[src/include/wdt_pkg.sv]
/*
 * Constants, types and helpers for the windowed watchdog timer.
 * Assumes a 40 MHz system clock and an 8-bit register address space.
 */
package wdt_pkg;

    // ****************************************
    // Register map
    // ****************************************
    localparam logic [7:0]  REFRESH_OFS       = 8'h00;
    localparam logic [7:0]  STATUS_OFS        = 8'h04;
    localparam logic [7:0]  COUNT_OFS         = 8'h08;
    localparam logic [7:0]  OPTION_OFS        = 8'hc0;
    localparam logic [7:0]  REFRESH_KEY       = 8'hac;
    localparam logic [7:0]  OPTION_RESET      = 8'h00;

    // Status register fields
    localparam int          STAT_WDT_RST_BIT  = 0;
    localparam int          STAT_RUNNING_BIT  = 1;
    localparam int          STAT_WINDOW_BIT   = 2;
    localparam int          STAT_IRQ_SEEN_BIT = 3;
    localparam int          STAT_ERR_WIN_BIT  = 4;

    // Option byte fields
    localparam int          OPT_IRQ_BIT       = 7;
    localparam int          OPT_WIN_LSB       = 5;
    localparam int          OPT_RUN_BIT       = 4;
    localparam int          OPT_OVF_LSB       = 1;
    localparam int          OPT_STBY_BIT      = 0;

    // ****************************************
    // Timing and widths
    // ****************************************
    localparam int          COUNT_W           = 17;
    localparam int          CHIP_RESET_NS     = 100;
    localparam int          CLK_PERIOD_NS     = 25;
    localparam logic [3:0]  CHIP_RESET_CYCLES = 4'((CHIP_RESET_NS + CLK_PERIOD_NS - 1) / CLK_PERIOD_NS);
    localparam logic [1:0]  RESP_OKAY         = 2'h0;
    localparam logic [1:0]  RESP_SLVERR       = 2'h2;

    typedef struct packed {
        logic       interval_irq_enable;
        logic [1:0] window_sel;
        logic       counter_run_enable;
        logic [2:0] overflow_sel;
        logic       standby_count_enable;
    } option_t;

    typedef struct packed {
        logic [7:0]  addr;
        logic [31:0] data;
        logic [3:0]  strb;
    } reg_wr_t;

    // Overflow length in low-speed clock cycles
    function automatic logic [COUNT_W-1:0] overflow_count(input logic [2:0] sel);
        logic [COUNT_W-1:0] n;
        n = 17'h00040;
        unique case (sel)
            3'h0: n = 17'h00040;
            3'h1: n = 17'h00080;
            3'h2: n = 17'h00100;
            3'h3: n = 17'h00200;
            3'h4: n = 17'h00800;
            3'h5: n = 17'h02000;
            3'h6: n = 17'h04000;
            3'h7: n = 17'h10000;
        endcase
        return n;
    endfunction

    // First count value at which a refresh is accepted
    function automatic logic [COUNT_W-1:0] window_start(input logic [COUNT_W-1:0] n,
                                                        input logic [1:0]         win);
        logic [COUNT_W-1:0] s;
        s = '0;
        unique case (win)
            2'h1:    s = n >> 1;
            2'h2:    s = n >> 2;
            default: s = '0;
        endcase
        return s;
    endfunction

    function automatic logic addr_mapped(input logic [7:0] a);
        return (a == REFRESH_OFS) || (a == STATUS_OFS) || (a == COUNT_OFS) || (a == OPTION_OFS);
    endfunction

endpackage

[src/verilog/ls_edge_detect.sv]
/*
 * Edge detector for the low-speed oscillator clock.
 * Assumes the oscillator level is synchronous to the system clock.
 */
`timescale 1ns/1ps
module ls_edge_detect (
    input  wire logic clk_sys_i,
    input  wire logic rst_n_i,
    input  wire logic ls_clk_i,
    output logic      rise_o,
    output logic      fall_o
);

    logic ls_q_r;

    always_ff @(posedge clk_sys_i or negedge rst_n_i) begin
        if (!rst_n_i) begin
            ls_q_r <= 1'b0;
        end else begin
            ls_q_r <= ls_clk_i;
        end
    end

    assign rise_o = ls_clk_i & ~ls_q_r;
    assign fall_o = ~ls_clk_i & ls_q_r;

endmodule

[src/verilog/axil_reg_slave.sv]
/*
 * AXI4-Lite slave front end: one write and one read at a time.
 * Assumes the parent decodes addresses and supplies read data combinationally.
 */
`timescale 1ns/1ps
module axil_reg_slave (
    input  wire logic          clk_sys_i,
    input  wire logic          rst_n_i,
    input  wire logic [7:0]    awaddr_i,
    input  wire logic          awvalid_i,
    output logic               awready_o,
    input  wire logic [31:0]   wdata_i,
    input  wire logic [3:0]    wstrb_i,
    input  wire logic          wvalid_i,
    output logic               wready_o,
    output logic [1:0]         bresp_o,
    output logic               bvalid_o,
    input  wire logic          bready_i,
    input  wire logic [7:0]    araddr_i,
    input  wire logic          arvalid_i,
    output logic               arready_o,
    output logic [31:0]        rdata_o,
    output logic [1:0]         rresp_o,
    output logic               rvalid_o,
    input  wire logic          rready_i,
    output logic               wr_en_o,
    output wdt_pkg::reg_wr_t   wr_o,
    output logic [7:0]         rd_addr_o,
    input  wire logic [31:0]   rd_data_i
);

    logic             aw_have_r;
    logic             w_have_r;
    wdt_pkg::reg_wr_t wr_r;

    // ****************************************
    // Write channels
    // ****************************************
    assign awready_o = ~aw_have_r & ~bvalid_o;
    assign wready_o  = ~w_have_r & ~bvalid_o;
    assign wr_en_o   = aw_have_r & w_have_r & ~bvalid_o;
    assign wr_o      = wr_r;

    always_ff @(posedge clk_sys_i or negedge rst_n_i) begin
        if (!rst_n_i) begin
            aw_have_r <= 1'b0;
            w_have_r  <= 1'b0;
            wr_r      <= '0;
            bvalid_o  <= 1'b0;
            bresp_o   <= wdt_pkg::RESP_OKAY;
        end else begin
            if (awvalid_i && awready_o) begin
                aw_have_r   <= 1'b1;
                wr_r.addr   <= awaddr_i;
            end
            if (wvalid_i && wready_o) begin
                w_have_r    <= 1'b1;
                wr_r.data   <= wdata_i;
                wr_r.strb   <= wstrb_i;
            end
            if (wr_en_o) begin
                aw_have_r <= 1'b0;
                w_have_r  <= 1'b0;
                bvalid_o  <= 1'b1;
                bresp_o   <= wdt_pkg::addr_mapped(wr_r.addr) ? wdt_pkg::RESP_OKAY : wdt_pkg::RESP_SLVERR;
            end else if (bvalid_o && bready_i) begin
                bvalid_o  <= 1'b0;
            end
        end
    end

    // ****************************************
    // Read channels
    // ****************************************
    assign arready_o = ~rvalid_o;
    assign rd_addr_o = araddr_i;

    always_ff @(posedge clk_sys_i or negedge rst_n_i) begin
        if (!rst_n_i) begin
            rvalid_o <= 1'b0;
            rdata_o  <= '0;
            rresp_o  <= wdt_pkg::RESP_OKAY;
        end else if (arvalid_i && arready_o) begin
            rvalid_o <= 1'b1;
            rdata_o  <= rd_data_i;
            rresp_o  <= wdt_pkg::addr_mapped(araddr_i) ? wdt_pkg::RESP_OKAY : wdt_pkg::RESP_SLVERR;
        end else if (rvalid_o && rready_i) begin
            rvalid_o <= 1'b0;
        end
    end

endmodule

[src/verilog/window_watchdog_timer.sv]
/*
 * Windowed watchdog timer counting low-speed oscillator cycles.
 * Settings come from an option byte sampled after each reset release.
 * Assumes the option byte, oscillator and standby inputs are synchronous
 * to clk_sys_i, and that rst_n_i is a power-on reset not driven by
 * chip_reset_o, so the watchdog reset flag survives the chip reset.
 */
`timescale 1ns/1ps

module window_watchdog_timer (
    input  wire logic        clk_sys_i,
    input  wire logic        rst_n_i,
    input  wire logic [7:0]  option_byte_i,
    input  wire logic        low_speed_osc_clock_i,
    input  wire logic        standby_i,
    output logic             chip_reset_o,
    output logic             interval_irq_o,
    input  wire logic [7:0]  s_axi_awaddr,
    input  wire logic        s_axi_awvalid,
    output logic             s_axi_awready,
    input  wire logic [31:0] s_axi_wdata,
    input  wire logic [3:0]  s_axi_wstrb,
    input  wire logic        s_axi_wvalid,
    output logic             s_axi_wready,
    output logic [1:0]       s_axi_bresp,
    output logic             s_axi_bvalid,
    input  wire logic        s_axi_bready,
    input  wire logic [7:0]  s_axi_araddr,
    input  wire logic        s_axi_arvalid,
    output logic             s_axi_arready,
    output logic [31:0]      s_axi_rdata,
    output logic [1:0]       s_axi_rresp,
    output logic             s_axi_rvalid,
    input  wire logic        s_axi_rready
);

    // ****************************************
    // Declarations
    // ****************************************
    typedef enum logic [3:0] {
        ST_LOAD = 4'b0001,
        ST_STOP = 4'b0010,
        ST_RUN  = 4'b0100,
        ST_TRIP = 4'b1000
    } wdt_state_t;

    wdt_state_t                    state_r;
    wdt_pkg::option_t              opt_r;
    logic [wdt_pkg::COUNT_W-1:0]   cnt_r;
    logic [wdt_pkg::COUNT_W-1:0]   ovf_n;
    logic [wdt_pkg::COUNT_W-1:0]   win_start;
    logic [wdt_pkg::COUNT_W-1:0]   irq_point;
    logic [3:0]                    trip_cnt_r;
    logic                          ls_rise;
    logic                          ls_fall;
    logic                          count_en;
    logic                          win_open;
    logic                          refresh_req;
    logic                          refresh_ok;
    logic                          err_window;
    logic                          err_overflow;
    logic                          wdt_error;
    logic                          irq_pend_r;
    logic                          wdt_rst_flag_r;
    logic                          irq_seen_r;
    logic                          err_win_flag_r;
    logic                          wr_en;
    wdt_pkg::reg_wr_t              wr;
    logic [7:0]                    rd_addr;
    logic [31:0]                   rd_data;
    logic                          status_w1c;

    // ****************************************
    // Sub-blocks
    // ****************************************
    ls_edge_detect u_ls_edge (
        .clk_sys_i (clk_sys_i),
        .rst_n_i   (rst_n_i),
        .ls_clk_i  (low_speed_osc_clock_i),
        .rise_o    (ls_rise),
        .fall_o    (ls_fall)
    );

    axil_reg_slave u_axil (
        .clk_sys_i (clk_sys_i),
        .rst_n_i   (rst_n_i),
        .awaddr_i  (s_axi_awaddr),
        .awvalid_i (s_axi_awvalid),
        .awready_o (s_axi_awready),
        .wdata_i   (s_axi_wdata),
        .wstrb_i   (s_axi_wstrb),
        .wvalid_i  (s_axi_wvalid),
        .wready_o  (s_axi_wready),
        .bresp_o   (s_axi_bresp),
        .bvalid_o  (s_axi_bvalid),
        .bready_i  (s_axi_bready),
        .araddr_i  (s_axi_araddr),
        .arvalid_i (s_axi_arvalid),
        .arready_o (s_axi_arready),
        .rdata_o   (s_axi_rdata),
        .rresp_o   (s_axi_rresp),
        .rvalid_o  (s_axi_rvalid),
        .rready_i  (s_axi_rready),
        .wr_en_o   (wr_en),
        .wr_o      (wr),
        .rd_addr_o (rd_addr),
        .rd_data_i (rd_data)
    );

    // ****************************************
    // Decoded settings
    // ****************************************
    assign ovf_n     = wdt_pkg::overflow_count(opt_r.overflow_sel);
    assign win_start = wdt_pkg::window_start(ovf_n, opt_r.window_sel);
    assign irq_point = ovf_n - (ovf_n >> 2);
    assign win_open  = (state_r == ST_RUN) && (cnt_r >= win_start);

    // Pause in halt/stop unless standby counting is on
    assign count_en  = (state_r == ST_RUN) && ls_rise &&
                       (!standby_i || opt_r.standby_count_enable);

    // ****************************************
    // Refresh and error detection
    // ****************************************
    assign refresh_req  = wr_en && (wr.addr == wdt_pkg::REFRESH_OFS) && wr.strb[0] &&
                          (wr.data[7:0] == wdt_pkg::REFRESH_KEY) && (state_r == ST_RUN);
    assign refresh_ok   = refresh_req && win_open;
    assign err_window   = refresh_req && !win_open;
    assign err_overflow = count_en && (cnt_r == ovf_n - 17'h00001);
    assign wdt_error    = err_window || err_overflow;

    assign status_w1c   = wr_en && (wr.addr == wdt_pkg::STATUS_OFS) && wr.strb[0];

    // ****************************************
    // Control state machine
    // ****************************************
    always_ff @(posedge clk_sys_i or negedge rst_n_i) begin
        if (!rst_n_i) begin
            state_r <= ST_LOAD;
        end else begin
            unique case (state_r)
                ST_LOAD: begin
                    // Decide from the pin, the latched copy is not loaded yet
                    state_r <= option_byte_i[wdt_pkg::OPT_RUN_BIT] ? ST_RUN : ST_STOP;
                end
                ST_STOP: begin
                    state_r <= ST_STOP;
                end
                ST_RUN: begin
                    if (wdt_error) begin
                        state_r <= ST_TRIP;
                    end
                end
                ST_TRIP: begin
                    if (trip_cnt_r == wdt_pkg::CHIP_RESET_CYCLES - 4'h1) begin
                        state_r <= ST_LOAD;
                    end
                end
                default: begin
                    state_r <= ST_LOAD;
                end
            endcase
        end
    end

    // Option byte sampled at each reset release
    always_ff @(posedge clk_sys_i or negedge rst_n_i) begin
        if (!rst_n_i) begin
            opt_r <= wdt_pkg::OPTION_RESET;
        end else if (state_r == ST_TRIP || state_r == ST_LOAD) begin
            opt_r <= option_byte_i;
        end
    end

    // ****************************************
    // Chip reset pulse
    // ****************************************
    always_ff @(posedge clk_sys_i or negedge rst_n_i) begin
        if (!rst_n_i) begin
            trip_cnt_r <= 4'h0;
        end else if (state_r == ST_TRIP) begin
            trip_cnt_r <= trip_cnt_r + 4'h1;
        end else begin
            trip_cnt_r <= 4'h0;
        end
    end

    assign chip_reset_o = (state_r == ST_TRIP);

    // ****************************************
    // Counter
    // ****************************************
    always_ff @(posedge clk_sys_i or negedge rst_n_i) begin
        if (!rst_n_i) begin
            cnt_r <= '0;
        end else if (state_r != ST_RUN || refresh_ok) begin
            cnt_r <= '0;
        end else if (count_en) begin
            cnt_r <= cnt_r + 17'h00001;
        end
    end

    // ****************************************
    // Interval interrupt
    // ****************************************
    // Armed when the count reaches 75%, fires on the next oscillator fall
    always_ff @(posedge clk_sys_i or negedge rst_n_i) begin
        if (!rst_n_i) begin
            irq_pend_r <= 1'b0;
        end else if (state_r != ST_RUN || refresh_ok) begin
            irq_pend_r <= 1'b0;
        end else if (count_en && opt_r.interval_irq_enable &&
                     (cnt_r + 17'h00001 == irq_point)) begin
            irq_pend_r <= 1'b1;
        end else if (ls_fall) begin
            irq_pend_r <= 1'b0;
        end
    end

    always_ff @(posedge clk_sys_i or negedge rst_n_i) begin
        if (!rst_n_i) begin
            interval_irq_o <= 1'b0;
        end else begin
            interval_irq_o <= irq_pend_r && ls_fall && (state_r == ST_RUN) && !refresh_ok;
        end
    end

    // ****************************************
    // Status flags
    // ****************************************
    // Set wins over a clear in the same cycle
    always_ff @(posedge clk_sys_i or negedge rst_n_i) begin
        if (!rst_n_i) begin
            wdt_rst_flag_r <= 1'b0;
        end else if (wdt_error && state_r == ST_RUN) begin
            wdt_rst_flag_r <= 1'b1;
        end else if (status_w1c && wr.data[wdt_pkg::STAT_WDT_RST_BIT]) begin
            wdt_rst_flag_r <= 1'b0;
        end
    end

    always_ff @(posedge clk_sys_i or negedge rst_n_i) begin
        if (!rst_n_i) begin
            err_win_flag_r <= 1'b0;
        end else if (err_window) begin
            err_win_flag_r <= 1'b1;
        end else if (err_overflow && state_r == ST_RUN) begin
            err_win_flag_r <= 1'b0;
        end else if (status_w1c && wr.data[wdt_pkg::STAT_ERR_WIN_BIT]) begin
            err_win_flag_r <= 1'b0;
        end
    end

    always_ff @(posedge clk_sys_i or negedge rst_n_i) begin
        if (!rst_n_i) begin
            irq_seen_r <= 1'b0;
        end else if (interval_irq_o) begin
            irq_seen_r <= 1'b1;
        end else if (status_w1c && wr.data[wdt_pkg::STAT_IRQ_SEEN_BIT]) begin
            irq_seen_r <= 1'b0;
        end
    end

    // ****************************************
    // Read data
    // ****************************************
    always_comb begin
        rd_data = 32'h0000_0000;
        unique case (rd_addr)
            wdt_pkg::STATUS_OFS: begin
                rd_data[wdt_pkg::STAT_WDT_RST_BIT]  = wdt_rst_flag_r;
                rd_data[wdt_pkg::STAT_RUNNING_BIT]  = (state_r == ST_RUN);
                rd_data[wdt_pkg::STAT_WINDOW_BIT]   = win_open;
                rd_data[wdt_pkg::STAT_IRQ_SEEN_BIT] = irq_seen_r;
                rd_data[wdt_pkg::STAT_ERR_WIN_BIT]  = err_win_flag_r;
            end
            wdt_pkg::COUNT_OFS: begin
                rd_data[wdt_pkg::COUNT_W-1:0] = cnt_r;
            end
            wdt_pkg::OPTION_OFS: begin
                rd_data[7:0] = opt_r;
            end
            default: begin
                rd_data = 32'h0000_0000;
            end
        endcase
    end

endmodule

[config.mk]
export PLATFORM = sky130hd
export DESIGN_NAME = window_watchdog_timer
export DESIGN_NICKNAME = d
export VERILOG_FILES = /design/src/include/wdt_pkg.sv /design/src/verilog/ls_edge_detect.sv /design/src/verilog/axil_reg_slave.sv /design/src/verilog/window_watchdog_timer.sv
export SDC_FILE = /design/constraint.sdc
export NUM_CORES = 1
export LEC_CHECK = 0
export BUFFER_PORTS_ARGS = -buffer_cell sky130_fd_sc_hd__buf_2
export CAP_MARGIN = 10
export CORE_MARGIN = 3
export CORE_UTILIZATION = 30
export DETAILED_ROUTE_END_ITERATION = 8
export GPL_ROUTABILITY_DRIVEN = 0
export HOLD_SLACK_MARGIN = 0.06
export PLACE_DENSITY_LB_ADDON = 0.15
export SKIP_LAST_GASP = 1
export SLEW_MARGIN = 20
export SYNTH_ARGS = -nofsm -noshare
export SYNTH_HDL_FRONTEND = slang
export SYNTH_HIERARCHICAL = 1
export SYNTH_SLANG_ARGS = --single-unit
export TNS_END_PERCENT = 10
[constraint.sdc]
create_clock -name clk_sys_i -period 3.5 [get_ports clk_sys_i]
set_input_delay 0.175 -clock clk_sys_i [delete_from_list [all_inputs] [get_ports clk_sys_i]]
set_output_delay 0.175 -clock clk_sys_i [all_outputs]
set_load 0.03 [all_outputs]
==> summary.log, run 1 <==
qor: timing.finalSetupTns 0 ps
qor: timing.final_number_of_setup_violating_endpoints 0
qor: clock_network.tritoncts built
qor: routing.ant_nets 0
qor: finish.finish.utilization 37.4%
qor: clock_network.clock_latency 340 ps
qor: placement.place.detailed.hpwl 11,500 um
qor: timing.worst_pin_slew 1110 ps
qor: power.cell_leakage_power 3.13 nW
qor: critical_path.critical_path_arrival 3600 ps
qor: die.die_h 145 um
qor: finish.diodes 0
qor: routing.drc 0
qor: routing.detail_route.iter0.violations 283
qor: die.die_width 145 um
qor: critical_path.crit_required 3730 ps
qor: critical_path.critical_path.max_stage_delay 530 ps
qor: synth.post_synth.cell_area_avg 10.1 um2
qor: timing.hold_viol_final 0
qor: timing.final_max_slew_viol_count 0
qor: die.pin_count 112
qor: die.start_util 30.8%
qor: critical_path.setup.worst_path.class reg2reg
qor: routing.detail_route.vias_per_cell 4.76
qor: critical_path.critical_path.n_buffers_inverters 1
qor: clock_network.clkSlewWorstSetupHoldPaths 70 ps
qor: power.clockPowerShare 20.4%
qor: placement.portBuffers 82
qor: die.die_area 0.0211 mm2
qor: clock_network.cts.sinks 94
qor: synth.syn_area 0.00583 mm2
qor: timing.setup_repair_after_global_routing_missed_its_margin no
qor: die.floorplan.core_area 0.0189 mm2
qor: routing.routedWlPerCell 15.6 um
qor: clock_network.root_cell_of_the_clock_tree clkbuf_16
qor: die.row_count 50
qor: power.total_power 4.58 mW
qor: routing.detail_route.first_pass.iterations 4
qor: critical_path.end_kind flop
qor: timing.clock.fmax 0.297 GHz
qor: grt.wire_length_of_the_first_global_routing_pass 24,900 um
qor: hold_path.hp-class in2reg
qor: power.pwr-share-seq 34.3%
qor: finish.fraction_of_layout_instances_using_a_drive_strength_above_1 28.8%
qor: synth.synthCells 579
qor: power.combinationalPowerShare 45.4%
qor: timing.final_min_period_over_clock_period 96.2%
qor: power.power.density_cell_area 648 mW/mm2
qor: critical_path.critical_path.startpoint_type flop
qor: finish.finalNetCount 786
qor: clock_network.cts_inserted_buffers 9
qor: power.intPower 2.82 mW
qor: critical_path.critical-path-top-delay-family simple AND/OR/NAND/NOR gates
qor: timing.finClkSkew 6.80 ps
qor: power.vdd_drop_max 0.000373 V
qor: timing.period_needed 3370 ps
qor: run.max_cap_viol_count 0
qor: critical_path.path_cells or3_4, ha_1, xor2_1, nand3_1, or3_1, or4_1, nor4_2, buf_4, a21oi_1, a32o_1
qor: clock_network.cts-resized-gates 0
qor: clock_network.clk_path_buf_depth 2
qor: grt.grt_antenna_before_repair 1
qor: critical_path.crit_path_max_fanout 12
qor: synth.ys_warn_count 6
qor: grt.grt_usage 14.4%
qor: run_status.status finished clean
qor: power.p_sw 1.77 mW
qor: grt.number_of_global_route_vias_before_repair 4,851
qor: timing.timing.slew.headroom 26.0%
qor: routing.route.final.wire_length 15,000 um
qor: finish.growth_of_design_area_from_synthesis_to_finish 21.3%
qor: grt.globalRouteOverflowTotal 0
qor: routing.dr_total_vias 4,560
qor: critical_path.crit_slowest_cell dfrtp_1
qor: clock_network.cts_htree_levels 3
qor: power.power.switching_fraction 38.5%
qor: grt.grt_max_degree 41
sequential cells by signal, indices dropped and copies added (netlist names):
signal	count
cnt_r	17
err_win_flag_r	1
interval_irq_o	1
irq_pend_r	1
irq_seen_r	1
opt_r	8
state_r	4
trip_cnt_r	4
u_axil/aw_have_r	1
u_axil/bresp_o	1
u_axil/bvalid_o	1
u_axil/rdata_o	32
u_axil/rresp_o	1
u_axil/rvalid_o	1
u_axil/w_have_r	1
u_axil/wr_o	17
u_ls_edge/ls_q_r	1
wdt_rst_flag_r	1
path summary, 6_finish.rpt:
check	startpoint	to	slack, ps	cells past startpoint
setup / recovery	opt_r[3]	state_r[2]	130	10
hold / removal	option_byte_i[1]	opt_r[1]	70	2
setup reg to reg	opt_r[3]	state_r[2]	130	10
hold reg to reg	trip_cnt_r[0]	trip_cnt_r[0]	460	1
min in group asynchronous	rst_n_i	u_axil/wr_o[9]	290	2
max in group asynchronous	rst_n_i	state_r[0]	2340	3
metrics by stage:
| step | instance area, um2 | cells | setup WS (ps) | hold WS (ps) |
|---|---|---|---|---|
| floorplan | 5880 | 594 | 499 | -121 |
| global placement | 6550 | 919 | 226 | 133 |
| detailed placement | 6550 | 919 | 192 | 139 |
| CTS | 7070 | 958 | 176 | 60.9 |
| global route | 7070 | 958 | 64.1 | 68.0 |
| finish | 7070 | 958 | 134 | 72.5 |
per-layer routing:
metal,vias up,routed length [um],track usage [%]
met2,90,7420,25.4
met1,2218,6500,17.3
met5,-,7,0
met4,2,307,4.70
met3,20,721,3.39
li1,2230,-,-
area by class of cell:
class | count | area [um2]
repair buffers | 126 | 826
flip-flops and latches | 94 | 2350
fillers | 1978 | 11800
inverters | 25 | 96.3
multi-input cells | 437 | 3180
clock buffers | 11 | 243
clock inverters | 5 | 42.5
well taps | 260 | 325
what timing repair did:
action                                 4_1_cts  5_1_grt
hold buffers                                23        0
setup buffers                                0        0
endpoints found under the hold margin       52        0
power by group through the flow:
stage	clock network (mW)	logic (mW)	registers [mW]
floorplan	0	1.46	1.59
global placement	0	2.02	1.58
detailed placement	0	2.06	1.59
CTS	0.970	2.09	1.57
global route	1.02	2.28	1.61
finish	0.934	2.08	1.57
cells in the final DEF (no fill, tap or decap), drive strengths merged, types with 11 or more instances in the layout:
master,count
clkbuf,11
buf,103
dfrtp,93
mux2,57
nor2,54
nand2,43
conb,17
and2,14
nor3,13
xnor2,30
dlygate4sd3,23
inv,27
nand3,17
ha,24
o21ai,20
a21oi,16
(Power assumes the default switching activity.)
==> inputs of run 2 (changes only) <==
- CORE_UTILIZATION: 30 -> 50
- CTS_CLUSTER_SIZE: default -> 28
- PLACE_DENSITY: default -> 0.81
- PLACE_DENSITY_LB_ADDON: 0.15 -> default
==> summary.log, run 2 (synthesis gave the netlist of run 1 again) <==
qor: critical_path.rr_startpoint opt_r[2]
qor: clock_network.postCtsHoldBufs 24
qor: routing.route.final.wire_length 13,100 um
qor: finish.fillers 910
qor: power.vdd_drop_max 0.000515 V
qor: grt.grt_max_degree 79
qor: die.floorplan.core_area 0.0111 mm2
qor: timing.final_number_of_setup_violating_endpoints 0
qor: power.power.density_cell_area 662 mW/mm2
qor: routing.detail_route.iter0.violations 266
qor: timing.final_min_period_over_clock_period 92.1%
qor: timing.setup_repair_after_global_routing_missed_its_margin no
qor: placement.place.detailed.instances 789
qor: timing.clock.fmax 0.310 GHz
qor: finish.finish.utilization 61.7%
qor: finish.growth_of_design_area_from_synthesis_to_finish 17.8%
qor: run_status.status finished clean
qor: clock_network.clock_latency 350 ps
qor: finish.layout.cells.most_common_list 93 x dfrtp_1, 81 x buf_2, 54 x nor2_1
qor: grt.globalRouteOverflowTotal 0
qor: critical_path.crit_path_max_fanout 12
qor: critical_path.reg2reg_depth 9
qor: routing.ant_nets 0
qor: finish.layout.cells.non_filler 829
qor: critical_path.setup.worst_path.class reg2reg
qor: power.cell_leakage_power 3.11 nW
qor: routing.detail_route.vias_per_cell 5.57
qor: critical_path.regToRegSetupSlack 280 ps
qor: hold_path.hp-class in2reg
qor: timing.timing.slew.headroom 35.7%
qor: timing.worst_pin_slew 963 ps
qor: die.die_h 114 um
qor: placement.place.detailed.hpwl 9790 um
qor: clock_network.clk_path_buf_depth 2
qor: clock_network.root_cell_of_the_clock_tree clkbuf_16
qor: hold_path.worstHoldStart s_axi_wdata[2]
qor: hold_path.hold_end u_axil/wr_o[6]
qor: timing.hold_viol_final 0
qor: run.max_cap_viol_count 0
qor: finish.top_register u_axil/rdata_o
qor: critical_path.worst_reg2reg_endpoint state_r[2]
qor: clock_network.tritoncts built
qor: die.die_width 114 um
qor: grt.wire_length_of_the_first_global_routing_pass 22,400 um
qor: routing.dr_total_vias 4,619
qor: finish.fraction_of_layout_instances_using_a_drive_strength_above_1 27.7%
qor: routing.detail_route.first_pass.iterations 5
qor: timing.finClkSkew 10.7 ps
qor: clock_network.cts_inserted_buffers 9
qor: die.pin_count 112
qor: hold_path.hold_path_depth 2
qor: finish.mostFrequentLayoutCell dfrtp_1
qor: finish.finalNetCount 777
qor: finish.diodes 0
qor: die.row_count 38
qor: grt.grt_antenna_before_repair 0
qor: power.total_power 4.54 mW
qor: clock_network.postCtsSetupRepairBufs 0
qor: timing.finalSetupTns 0 ps
qor: critical_path.critical_path.startpoint_type flop
qor: clock_network.cts-resized-gates 0
qor: critical_path.crit_required 3740 ps
qor: finish.largest_register_ffs 32
qor: clock_network.clkSlewWorstSetupHoldPaths 60 ps
qor: critical_path.end_kind flop
qor: placement.portBuffers 82
qor: placement.placement.cell_area 0.00631 mm2
qor: die.die_area 0.0130 mm2
qor: routing.drc 0
qor: clock_network.cts_htree_levels 3
qor: grt.grt_usage 21.4%
qor: timing.final_max_slew_viol_count 0
qor: grt.number_of_global_route_vias_before_repair 4,730
qor: clock_network.cts.sinks 94
qor: routing.routedWlPerCell 15.8 um
qor: critical_path.critical_path_arrival 3460 ps
qor: timing.period_needed 3220 ps
qor: finish.finalInstanceArea 0.00686 mm2
qor: critical_path.worstSetupStartpoint opt_r[2]
qor: die.start_util 52.4%
==> run 2: changes by cell type in the layout (fill, tap and decap cells not counted) <==
| cell | delta |
|---|---|
| clkbuf_8 | +1 |
| bufinv_16 | +1 |
| clkinv_2 | +1 |
| dlygate4sd3_1 | +1 |
| clkinvlp_4 | -3 |
| clkinv_4 | +1 |
| inv_8 | -1 |
| buf_12 | -1 |
| buf_4 | -9 |
==> run 2: worst max-delay path: stages (launching register included) <==
cell	delay (ps)
dfrtp_1	510
or3_4	470
ha_1	380
xor2_1	170
nand3_1	80
or3_1	360
or4_1	410
nor4_2	390
a21oi_1	120
a32o_1	220
==> run 2: layout make-up <==
cell class                 count  area [um2]  share of cell area, %
clock inverter                 4        52.6                  0.766
sequential                    94        2350                   34.3
clock buffer                  12         256                   3.74
multi-input combinational    437        3180                   46.3
timing repair buffer         117         748                   10.9
inverter                      25        96.3                   1.40
tap                          140         175                   2.55
==> run 2: power by group <==
part | internal (mW) | total [mW] | switching, mW
logic | 0.919 | 1.98 | 1.07
clock network | 0.595 | 0.998 | 0.403
registers | 1.33 | 1.56 | 0.230
==> run 2: how the worst max path moves through the flow <==
stage,to,slack [ps],cells after the start
after global routing,state_r[2],170,11
final,state_r[2],280,9
after detailed placement,state_r[2],340,9
after CTS,state_r[2],320,9
after floorplan,cnt_r[10],500,14
after global placement,state_r[2],370,9
==> run 2: per-stage QoR <==
stage	hold slack, ps	worst slack, ps
CTS	60.3	324
global route	61.3	171
global placement	307	373
floorplan	-121	499
detailed placement	308	342
finish	70.4	278
==> run 2: per-layer routing <==
layer	track usage (%)	part of all wire, %	vias up
met5	0	0	-
met4	7.60	2.5	0
met3	5.20	6.0	28
met2	37.7	51	155
met1	25.5	41	2227
li1	-	-	2209
==> inputs of run 3 (changes only) <==
- PLACE_DENSITY: 0.81 -> 0.84
- REMOVE_ABC_BUFFERS: default -> 1
- SYNTH_HIERARCHICAL: 1 -> default
==> summary.log, run 3 <==
qor: run_status.status finished clean
qor: critical_path.critical_path_arrival 3580 ps
qor: timing.timing.slew.headroom 34.4%
qor: power.vdd_drop_max 0.000466 V
qor: timing.final.setup.worst_slack 218 ps
qor: timing.clock.fmax 0.305 GHz
qor: routing.detail_route.iter0.violations 273
qor: power.total_power 3.58 mW
qor: synth.synth-seq-cells 79
qor: synth.synth_top_cells_by_count 78 x dfrtp_1, 66 x nand2_1, 55 x nor2_1
qor: synth.post-synth-top-area-fraction 39.7%
qor: synth.synth_area_leaders dfrtp_1 40%, mux2_2 5.9%, ha_1 5.1%, nand2_1 5.0%, nor2_1 4.2%
qor: critical_path.end_kind flop
qor: critical_path.crit_required 3790 ps
qor: die.row_count 35
qor: grt.grt_max_degree 80
qor: placement.placement.cell_area 0.00530 mm2
qor: clock_network.cts_inserted_buffers 9
qor: clock_network.clock_latency 360 ps
qor: die.die_area 0.0111 mm2
qor: routing.ant_nets 0
qor: die.die_width 105 um
qor: synth.post_synth.cell_area_avg 9.00 um2
qor: die.die_h 105 um
qor: critical_path.reg2reg_depth 13
qor: synth.top_count_cell_post_synth dfrtp_1
qor: routing.drc 0
qor: hold_path.hold_path_depth 3
qor: critical_path.critical_path.startpoint_type flop
qor: placement.place.detailed.hpwl 8800 um
qor: die.floorplan.core_area 0.00942 mm2
qor: die.pin_count 112
qor: placement.portBuffers 67
qor: finish.mostFrequentLayoutCell dfrtp_1
qor: finish.finalInstanceArea 0.00580 mm2
qor: finish.growth_of_design_area_from_synthesis_to_finish 17.9%
qor: grt.globalRouteOverflowTotal 0
qor: die.start_util 52.3%
qor: timing.final_max_slew_viol_count 0
qor: synth.synth_top_cell_by_area dfrtp_1
qor: clock_network.clkSlewWorstSetupHoldPaths 100 ps
qor: synth.yosysSeqAreaShare 40.2%
qor: timing.hold_viol_final 0
qor: grt.wire_length_of_the_first_global_routing_pass 20,900 um
qor: grt.number_of_global_route_vias_before_repair 4,433
qor: synth.synthCells 547
qor: grt.grt_usage 23.1%
qor: timing.worst_pin_slew 983 ps
qor: timing.setup_repair_after_global_routing_missed_its_margin yes
qor: routing.detail_route.first_pass.iterations 5
qor: finish.layout.cells.most_common_list 78 x dfrtp_1, 66 x nand2_1, 66 x buf_2
qor: finish.diodes 0
qor: timing.final_number_of_setup_violating_endpoints 0
qor: clock_network.tritoncts built
qor: power.cell_leakage_power 2.61 nW
qor: timing.finClkSkew 11.8 ps
qor: timing.final_min_period_over_clock_period 93.8%
qor: clock_network.cts_htree_levels 3
qor: critical_path.crit_slowest_cell dfrtp_1
qor: synth.ys_warn_count 0
qor: clock_network.root_cell_of_the_clock_tree clkbuf_8
qor: routing.detail_route.vias_per_cell 5.74
qor: hold_path.hp-class in2reg
qor: synth.ys_async_sr_fraction 100%
qor: critical_path.setup.worst_path.class reg2reg
qor: run.max_cap_viol_count 0
qor: synth.synth_cell_type_count 58
qor: power.power.density_cell_area 617 mW/mm2
qor: routing.route.final.wire_length 12,600 um
qor: finish.finalNetCount 723
qor: finish.fraction_of_layout_instances_using_a_drive_strength_above_1 21.3%
qor: critical_path.path_cells ha_1, nand2b_1, or3_1, ha_1, a21o_1, a21o_1, a211oi_2, o21ai_1, a211o_1, a211oi_4, o21ai_2, buf_12, nor2_1
qor: timing.period_needed 3280 ps
qor: clock_network.cts.sinks 79
qor: critical_path.critical_path.max_stage_delay 430 ps
qor: placement.placement_setup_slack 157 ps
qor: critical_path.crit_path_max_fanout 13
qor: synth.synth_edf_count 0
qor: routing.dr_total_vias 4,406
qor: synth.syn_area 0.00492 mm2
qor: grt.grt_antenna_before_repair 0
qor: synth.synth_top_flop_cell dfrtp_1
qor: routing.routedWlPerCell 16.4 um
qor: clock_network.clk_path_buf_depth 2
run 3: routing by layer:
| metal | part of all wire [%] | GRT usage [%] |
|---|---|---|
| met3 | 6.3 | 4.51 |
| met4 | 4.1 | 12.0 |
| met2 | 50 | 38.9 |
| met5 | 0 | 0 |
| met1 | 39 | 27.9 |
run 3: kinds of logic after synthesis:
logic type	after synthesis	synth area share, %
AO/OA/AOI/OAI	97	12.8
AND/OR/NAND/NOR	220	22.2
other	1	0.0762
flip-flops	79	40.2
multiplexers	27	6.15
buffers and inverters	67	7.04
XOR/XNOR	36	6.41
adder cells (fa/ha/maj)	20	5.09
run 3: final timing paths:
kind / startpoint / to / slack [ps]
max in group asynchronous: rst_n_i / opt_r[4] / 2350
hold / removal: s_axi_wvalid / u_axil.w_have_r / 70
setup reg to reg: opt_r[6] / cnt_r[16] / 220
setup / recovery: opt_r[6] / cnt_r[16] / 220
hold reg to reg: trip_cnt_r[0] / trip_cnt_r[0] / 470
min in group asynchronous: rst_n_i / u_axil.rdata_o[10] / 500
run 3: stage by stage:
step	utilization, %	std cells	hold slack [ps]	TNS, ps
2_1_floorplan	-	512	-121	0
5_1_grt	61.6	768	79.9	-6.85
4_1_cts	61.3	765	62.6	0
3_3_place_gp	56.3	721	337	0
3_5_place_dp	56.3	721	342	0
6_report	61.6	768	72.5	0
run 3: area by class of cell:
| class | count | area [um2] |
|---|---|---|
| fill | 768 | 3610 |
| clock buffer | 9 | 124 |
| timing repair buffer | 111 | 751 |
| tap | 129 | 161 |
| inverter | 16 | 60.1 |
| clock inverter | 7 | 62.6 |
| multi-input combinational | 417 | 2660 |
| sequential | 79 | 1980 |
run 3: timing repair:
item                                   4_1_cts  5_1_grt
setup buffers                                0        3
setup endpoints to repair                    0       15
hold buffers                                28        0
endpoints found under the hold margin      106        0
resized for setup                            0        1
run 3: power by group:
group	switching [mW]	leakage [nW]	total [mW]	internal [mW]
clock	0.385	0.0980	0.659	0.274
sequential	0.189	1.01	1.31	1.12
combinational	0.877	1.50	1.61	0.733
run 3: critical path: cells and delay by family, from the launching register on:
| kind | cells | cell delay [ps] |
|---|---|---|
| AND/OR/NAND/NOR | 3 | 640 |
| adder cells (fa/ha/maj) | 2 | 540 |
| flip-flops | 1 | 430 |
| buffers and inverters | 1 | 180 |
| AO/OA/AOI/OAI | 7 | 1420 |
